==> config.mk <==
export PLATFORM = sky130hd
export DESIGN_NAME = scc_top
export DESIGN_NICKNAME = d
export VERILOG_FILES = /design/src/verilog/scc_pkg.sv /design/src/verilog/scc_div.sv /design/src/verilog/scc_top.sv
export SDC_FILE = /design/constraint.sdc
export NUM_CORES = 1
export LEC_CHECK = 0
export BUFFER_PORTS_ARGS = -buffer_cell sky130_fd_sc_hd__clkbuf_2
export CELL_PAD_IN_SITES_DETAIL_PLACEMENT = 0
export CELL_PAD_IN_SITES_GLOBAL_PLACEMENT = 2
export CORE_UTILIZATION = 36
export CTS_BUF_LIST = sky130_fd_sc_hd__clkbuf_4 sky130_fd_sc_hd__clkbuf_8
export DETAILED_ROUTE_END_ITERATION = 16
export HOLD_SLACK_MARGIN = 0.12
export PLACE_DENSITY = 0.92
export SLEW_MARGIN = 30
export SYNTH_ARGS = -nofsm -noshare
export SYNTH_HDL_FRONTEND = slang
export SYNTH_HIERARCHICAL = 1
export SYNTH_SLANG_ARGS = --single-unit
==> constraint.sdc <==
create_clock -name ref_clk_i -period 2.2 [get_ports ref_clk_i]
set_input_delay 0.22 -clock ref_clk_i [delete_from_list [all_inputs] [get_ports ref_clk_i]]
set_output_delay 0.22 -clock ref_clk_i [all_outputs]
set_load 0.1 [all_outputs]
==> src/verilog/scc_pkg.sv <==
// How it works
// - Any of four oscillator sources may drive the main core clock.
// - Sources: fast external crystal, fast internal RC, slow crystal, slow RC.
// - After reset run from fast internal RC divided by eight.
// - Prescaler and source selection are writable right after reset.
// - Programmable prescaler sets core and peripheral clock rate.
// - Source change in run mode without glitch on distributed clock.
// - Core, each peripheral and memory clocks can be stopped independently.
// - Failure monitor stays off until software enables it.
// - Detected fast crystal failure switches main clock to fast internal RC.
// - Calendar and display clocks pick any source, independent of main clock.
// - Configurable clock output pin driven from the clock tree.
// - Active-halt stops core and peripheral clocks, keeps calendar running.
package scc_pkg;
    localparam int NUM_PERIPH = 8;
    localparam int PRESC_W = 3;
    localparam int DIV_W = 8;
    localparam logic [PRESC_W-1:0] PRESC_RST = 3'h3;
    localparam logic [7:0] FAIL_TIMEOUT = 8'h40;
    localparam logic [1:0] SRC_FAST_XTAL = 2'h0;
    localparam logic [1:0] SRC_FAST_RC = 2'h1;
    localparam logic [1:0] SRC_SLOW_XTAL = 2'h2;
    localparam logic [1:0] SRC_SLOW_RC = 2'h3;

    typedef struct packed {
        logic [1:0] main_src;
        logic [PRESC_W-1:0] presc;
        logic [1:0] cal_src;
        logic [1:0] disp_src;
        logic [1:0] out_src;
        logic [PRESC_W-1:0] out_presc;
        logic out_en;
        logic core_gate;
        logic mem_gate;
        logic [NUM_PERIPH-1:0] periph_gate;
        logic monitor_en;
        logic active_halt;
    } scc_cfg_t;

    typedef struct packed {
        logic [3:0] osc_tick;
        logic [3:0] osc_ready;
    } scc_osc_t;

    typedef struct packed {
        logic [1:0] cur_src;
        logic switch_busy;
        logic xtal_failed;
        logic fail_evt;
    } scc_stat_t;
endpackage

==> src/verilog/scc_div.sv <==
`timescale 1ns/1ps
module scc_div (
    input wire logic ref_clk_i,
    input wire logic rst_i,
    input wire logic tick_i,
    input wire logic [scc_pkg::PRESC_W-1:0] presc_i,
    output logic en_o
);
    import scc_pkg::*;
    logic [DIV_W-1:0] cnt_r;
    logic [DIV_W-1:0] cnt_nxt;
    logic en_r;
    logic en_nxt;
    logic [DIV_W-1:0] last;

    always_comb begin
        last = DIV_W'((9'h1 << presc_i) - 9'h1);
        cnt_nxt = cnt_r;
        en_nxt = 1'b0;
        if (tick_i) begin
            // Ratio 2^presc; wrap also when ratio shrinks below count
            if (cnt_r >= last) begin
                cnt_nxt = '0;
                en_nxt = 1'b1;
            end else begin
                cnt_nxt = cnt_r + 8'h1;
            end
        end
    end

    always_ff @(posedge ref_clk_i) begin
        if (rst_i) begin
            cnt_r <= '0;
            en_r <= 1'b0;
        end else begin
            cnt_r <= cnt_nxt;
            en_r <= en_nxt;
        end
    end
    assign en_o = en_r;
endmodule

==> src/verilog/scc_top.sv <==
`timescale 1ns/1ps
module scc_top (
    input wire logic ref_clk_i,
    input wire logic rst_i,
    input wire scc_pkg::scc_osc_t osc_i,
    input wire scc_pkg::scc_cfg_t cfg_i,
    output scc_pkg::scc_stat_t stat_o,
    output logic core_en_o,
    output logic mem_en_o,
    output logic [scc_pkg::NUM_PERIPH-1:0] periph_en_o,
    output logic cal_en_o,
    output logic disp_en_o,
    output logic clk_out_o
);
    import scc_pkg::*;

    // Pins from oscillators cross into this domain first
    scc_osc_t osc_m_r;
    scc_osc_t osc_s_r;
    logic [3:0] tick_prev_r;
    logic [3:0] tick_evt;

    // Chain runs through reset so no false tick edge follows release
    always_ff @(posedge ref_clk_i) begin
        osc_m_r <= osc_i;
        osc_s_r <= osc_m_r;
        tick_prev_r <= osc_s_r.osc_tick;
    end
    assign tick_evt = osc_s_r.osc_tick & ~tick_prev_r;

    // Source switch state
    typedef enum logic [1:0] {ST_RUN, ST_WAIT, ST_SWAP} scc_sw_st_t;
    scc_sw_st_t st_r;
    scc_sw_st_t st_nxt;
    logic [1:0] cur_r;
    logic [1:0] cur_nxt;
    logic [1:0] tgt_r;
    logic [1:0] tgt_nxt;
    logic failed_r;
    logic failed_nxt;
    logic fail_evt_r;
    logic fail_evt_nxt;
    logic mon_on_r;
    logic mon_on_nxt;
    logic [7:0] mon_cnt_r;
    logic [7:0] mon_cnt_nxt;
    logic busy_r;
    logic busy_nxt;
    logic [PRESC_W-1:0] presc_r;
    logic [PRESC_W-1:0] presc_nxt;
    logic main_tick;
    logic fail_now;

    always_comb begin
        st_nxt = st_r;
        cur_nxt = cur_r;
        tgt_nxt = tgt_r;
        failed_nxt = failed_r;
        fail_evt_nxt = 1'b0;
        mon_on_nxt = cfg_i.monitor_en;
        mon_cnt_nxt = mon_cnt_r;
        presc_nxt = cfg_i.presc;
        fail_now = 1'b0;
        // Monitor counts reference cycles between crystal edges
        if (!mon_on_r || tick_evt[SRC_FAST_XTAL]) begin
            mon_cnt_nxt = '0;
        end else if (mon_cnt_r != FAIL_TIMEOUT) begin
            mon_cnt_nxt = mon_cnt_r + 8'h1;
        end
        if (mon_on_r && mon_cnt_r == FAIL_TIMEOUT && !failed_r) begin
            fail_now = 1'b1;
        end
        // Failure flag is sticky until monitor is disabled
        if (fail_now) begin
            failed_nxt = 1'b1;
            fail_evt_nxt = 1'b1;
        end else if (!cfg_i.monitor_en) begin
            failed_nxt = 1'b0;
        end
        unique case (st_r)
            ST_RUN: begin
                if (cfg_i.main_src != cur_r &&
                    !(failed_r && cfg_i.main_src == SRC_FAST_XTAL)) begin
                    tgt_nxt = cfg_i.main_src;
                    st_nxt = ST_WAIT;
                end
            end
            ST_WAIT: begin
                if (osc_s_r.osc_ready[tgt_r]) begin
                    st_nxt = ST_SWAP;
                end else if (cfg_i.main_src != tgt_r) begin
                    st_nxt = ST_RUN;
                end
            end
            ST_SWAP: begin
                // Change only on an old-source edge so no runt cycle
                if (tick_evt[cur_r]) begin
                    cur_nxt = tgt_r;
                    st_nxt = ST_RUN;
                end
            end
        endcase
        if (fail_now && cur_r == SRC_FAST_XTAL) begin
            cur_nxt = SRC_FAST_RC;
            st_nxt = ST_RUN;
        end else if (fail_now && tgt_r == SRC_FAST_XTAL && st_r != ST_RUN) begin
            st_nxt = ST_RUN;
        end
        busy_nxt = (st_nxt != ST_RUN);
    end

    always_ff @(posedge ref_clk_i) begin
        if (rst_i) begin
            st_r <= ST_RUN;
            cur_r <= SRC_FAST_RC;
            tgt_r <= SRC_FAST_RC;
            failed_r <= 1'b0;
            fail_evt_r <= 1'b0;
            mon_on_r <= 1'b0;
            mon_cnt_r <= '0;
            busy_r <= 1'b0;
            presc_r <= PRESC_RST;
        end else begin
            st_r <= st_nxt;
            cur_r <= cur_nxt;
            tgt_r <= tgt_nxt;
            failed_r <= failed_nxt;
            fail_evt_r <= fail_evt_nxt;
            mon_on_r <= mon_on_nxt;
            mon_cnt_r <= mon_cnt_nxt;
            busy_r <= busy_nxt;
            presc_r <= presc_nxt;
        end
    end

    assign main_tick = tick_evt[cur_r];

    // Prescaler loads its reset ratio of eight, then follows cfg_i.presc every cycle
    logic presc_en;
    scc_div u_main_div (
        .ref_clk_i(ref_clk_i),
        .rst_i(rst_i),
        .tick_i(main_tick),
        .presc_i(presc_r),
        .en_o(presc_en)
    );

    logic out_base;
    logic out_en;
    assign out_base = tick_evt[cfg_i.out_src];
    scc_div u_out_div (
        .ref_clk_i(ref_clk_i),
        .rst_i(rst_i),
        .tick_i(out_base),
        .presc_i(cfg_i.out_presc),
        .en_o(out_en)
    );

    logic core_en_nxt;
    logic mem_en_nxt;
    logic [NUM_PERIPH-1:0] periph_en_nxt;
    logic cal_en_nxt;
    logic disp_en_nxt;
    logic clk_out_nxt;
    logic core_en_r;
    logic mem_en_r;
    logic [NUM_PERIPH-1:0] periph_en_r;
    logic cal_en_r;
    logic disp_en_r;
    logic clk_out_r;

    always_comb begin
        core_en_nxt = presc_en && cfg_i.core_gate && !cfg_i.active_halt;
        mem_en_nxt = presc_en && cfg_i.mem_gate && !cfg_i.active_halt;
        periph_en_nxt = cfg_i.active_halt ? '0 :
            ({NUM_PERIPH{presc_en}} & cfg_i.periph_gate);
        cal_en_nxt = tick_evt[cfg_i.cal_src];
        disp_en_nxt = tick_evt[cfg_i.disp_src];
        clk_out_nxt = clk_out_r;
        if (!cfg_i.out_en) begin
            clk_out_nxt = 1'b0;
        end else if (out_en) begin
            clk_out_nxt = !clk_out_r;
        end
    end

    always_ff @(posedge ref_clk_i) begin
        if (rst_i) begin
            core_en_r <= 1'b0;
            mem_en_r <= 1'b0;
            periph_en_r <= '0;
            cal_en_r <= 1'b0;
            disp_en_r <= 1'b0;
            clk_out_r <= 1'b0;
        end else begin
            core_en_r <= core_en_nxt;
            mem_en_r <= mem_en_nxt;
            periph_en_r <= periph_en_nxt;
            cal_en_r <= cal_en_nxt;
            disp_en_r <= disp_en_nxt;
            clk_out_r <= clk_out_nxt;
        end
    end

    assign core_en_o = core_en_r;
    assign mem_en_o = mem_en_r;
    assign periph_en_o = periph_en_r;
    assign cal_en_o = cal_en_r;
    assign disp_en_o = disp_en_r;
    assign clk_out_o = clk_out_r;
    assign stat_o = '{cur_src: cur_r, switch_busy: busy_r, xtal_failed: failed_r,
        fail_evt: fail_evt_r};
endmodule

==> out/qor.yml <==
run_status:
  status: "completed"
routing:
  wl_per_cell_um: 12.43
  drt-initial-drc-count: 72
  top_layer_used: "met4"
  drt_pass1_iterations: 4
  met2_length_um: 3013
  num_vias: 2379
  drt-total-wl_um: 6263
  wl_met3_um: 220
  ant_nets: 0
  remaining_drc_errors: 0
  vias_per_cell: 4.720
  drt-met1-wl_um: 2972
worst_setup_path:
  startpoint: "presc_r[1]"
  critPathArrivalTime_ns: 2.11
  crit_type: "flip-flop to flip-flop"
  path_max_fanout: 9
  endpoint_kind: "flip-flop"
  r2r_start: "presc_r[1]"
  cp.required_ns: 2.45
  cp-start-kind: "flip-flop"
pwr:
  pwr-share-comb_pct: 19.1
  p_per_area_nw_per_um2: 815.1
  seqPwrFrac_pct: 44.3
  leakage_nw: 1.660
  clkPwrFrac_pct: 36.6
  ir_worst_vdd_mv: 0.5930
  netSwitchingPower_uw: 913.3
  internal_power_mw: 2.377
  power.total_mw: 3.290
  p_sw_share_pct: 27.76
synth:
  synth_commonest_cells: "dfxtp_1, ha_1, nor2_1"
  synth_cells: 310
  synth_top_area_share_pct: 45.39
  synthMuxAreaShare_pct: 2.758
  syn_avg_cell_area_um2: 10.24
  synth-compound-area-share_pct: 9.456
  syn_nets: 370
  syn-cell-area_um2: 3176
  synthAdderAreaFrac_pct: 9.062
  synth_top_family_by_area: "simple AND/OR/NAND/NOR gates"
  synth_top_area_cell: "dfxtp_1"
  ys_top_cells_by_area: "dfxtp_1, ha_1, xnor2_1, xor2_1, nor4_1"
  synth-edff-count: 0
  synthArstFlopShare_pct: 0
  synth_cell_types: 48
  ys_ff_latch: 72
  synth_ff_type: "dfxtp_1"
  synth_warnings: 6
  synth_seq_area_share_pct: 45.39
  synth_simple_gate_area_share_pct: 22.62
  yosys.area_share.xor_xnor_pct: 7.171
  synth_most_common_cell: "dfxtp_1"
global_route:
  grt_overflow: 0
  grt_use_total_pct: 15.45
  grt_pass1_wl_um: 10630
  grt_max_degree: 20
  grt_pass1_vias: 2281
  antenna_found_initial: 0
hold_path:
  min_path_type: "input pin to flip-flop"
  hp-start: "cfg_i[26]"
cells_and_area:
  fin_util_pct: 48.16
  layout.nets: 454
  area_growth_pct: 27.11
  diodes: 0
  fill_cells: 782
  stdcell_area_um2: 4036
  drive_above_1_share_pct: 24.06
floorplanning:
  start_util_pct: 37.89
  die_h_um: 95.92
  num_rows: 33
  die-area_um2: 9201
  pin_count: 55
  die_w_um: 95.92
  core_area_um2: 8382
job:
  maxCapViolations: 0
timing:
  hold_ws_ns: 0.1769
  setup_tns_ns: 0
  clock.fmax_ghz: 0.5371
  finalMaxSlewViolations: 0
  layout_worst_path_cycle_share_pct: 84.62
  skew_ns: 0.01068
  worst_pin_slew_ns: 0.7314
  min_period_ns: 1.862
  finalSetupViolations: 0
  timing.slew.headroom_pct: 51.14
  rsz0062_at_grt: "no"
  finalHoldViolCount: 0
placement:
  place_area_um2: 3546
  port_buffers: 54
  hpwl_um: 4431
  gp_congestion: 0.8083
clock_network:
  clk_path_buf_depth: 2
  clkTransAtPathRegs_ns: 0.08
  cts_resized: 0
  postCtsHoldBufs: 24
  cts_tree: "yes"
  htree_levels: 3
  ctsRootBufferMaster: "clkbuf_8"
  cts_setup_buffers: 0
  clkSinkCount: 72
  clock_latency_ns: 0.34
  cts_inserted_buffers: 9
[state kept, by name, summed over array words and instances (netlist names)]
signal and count:
u_main_div/cnt_r 8, tick_prev_r 4, osc_m_r 8, u_out_div/cnt_r 8, core_en_o 1, mon_cnt_r 8, cur_r 2, u_main_div/en_o 1
clk_out_o 1, tgt_r 2, mon_on_r 1, st_r 2, fail_evt_r 1, disp_en_o 1, presc_r 3, mem_en_o 1
busy_r 1, osc_s_r 8, failed_r 1, u_out_div/en_o 1, periph_en_o 8, cal_en_o 1
[stage by stage]
| step | cells | setup WS [ns] |
|---|---|---|
| floorplan | 310 | 0.2433 |
| global placement | 463 | 0.3683 |
| detailed placement | 463 | 0.3184 |
| CTS | 503 | 0.3259 |
| global route | 504 | 0.1537 |
| finish | 504 | 0.3383 |
[cell type report]
class	instances	area, µm²	share of cell area [%]
multi-input combinational	215	1629	40.36
sequential	72	1444	35.77
timing repair buffer	81	535.5	13.27
clock buffer	12	165.2	4.092
tap	105	131.4	3.255
clock inverter	4	75.07	1.860
inverter	15	56.30	1.395
[worst max-delay path, cell delays in order, from the launching register on]
cell	delay, ns
dfxtp_1	0.35
or3_1	0.40
ha_1	0.28
and3_4	0.15
o21ai_2	0.15
a31oi_4	0.17
nor4_1	0.28
[cells by family after synthesis]
group                      count (synthesis)
AOI/OAI and AO/OA                         36
xor gates and xnor gates                  26
adders and majority gates                 23
buffers and inverters                     23
DFF                                       72
muxes                                      5
other                                      2
and+or+nand+nor                          123
[metal layers]
layer,GRT usage [%],vias up
met4,4.104,0
met5,0,-
li1,-,1248
met3,6.003,6
met1,19.11,1089
met2,25.06,36
[path summary, 6_finish.rpt]
check | endpoint | slack [ns] | depth (start not counted)
setup / recovery | u_main_div/cnt_r[1] | 0.34 | 6
hold / removal | tgt_r[1] | 0.18 | 3
setup reg to reg | u_main_div/cnt_r[1] | 0.34 | 6
hold reg to reg | osc_s_r[6] | 0.33 | 0
[power groups by stage]
stage               sequential (mW)  clock (mW)  combinational [mW]
finish                         1.46        1.20               0.629
global route                   1.47        1.30               0.698
CTS                            1.46        1.25               0.632
detailed placement             1.49           0               0.595
global placement               1.49           0               0.585
floorplan                      1.52           0               0.438
[layout by cell type, fill, tap and decap left out, types with 12 or more instances in the layout]
cell | Yosys | layout
dlygate4sd3_1 | 0 | 25
nand2_1 | 20 | 20
clkbuf_2 | 0 | 54
clkbuf_8 | 0 | 12
ha_1 | 23 | 23
nand3_1 | 15 | 15
dfxtp_1 | 72 | 70
inv_1 | 14 | 14
and2_1 | 13 | 13
nor4_1 | 14 | 14
nor2_1 | 21 | 21
xnor2_1 | 15 | 15
No activity file was read; power rests on OpenSTA's default activity.
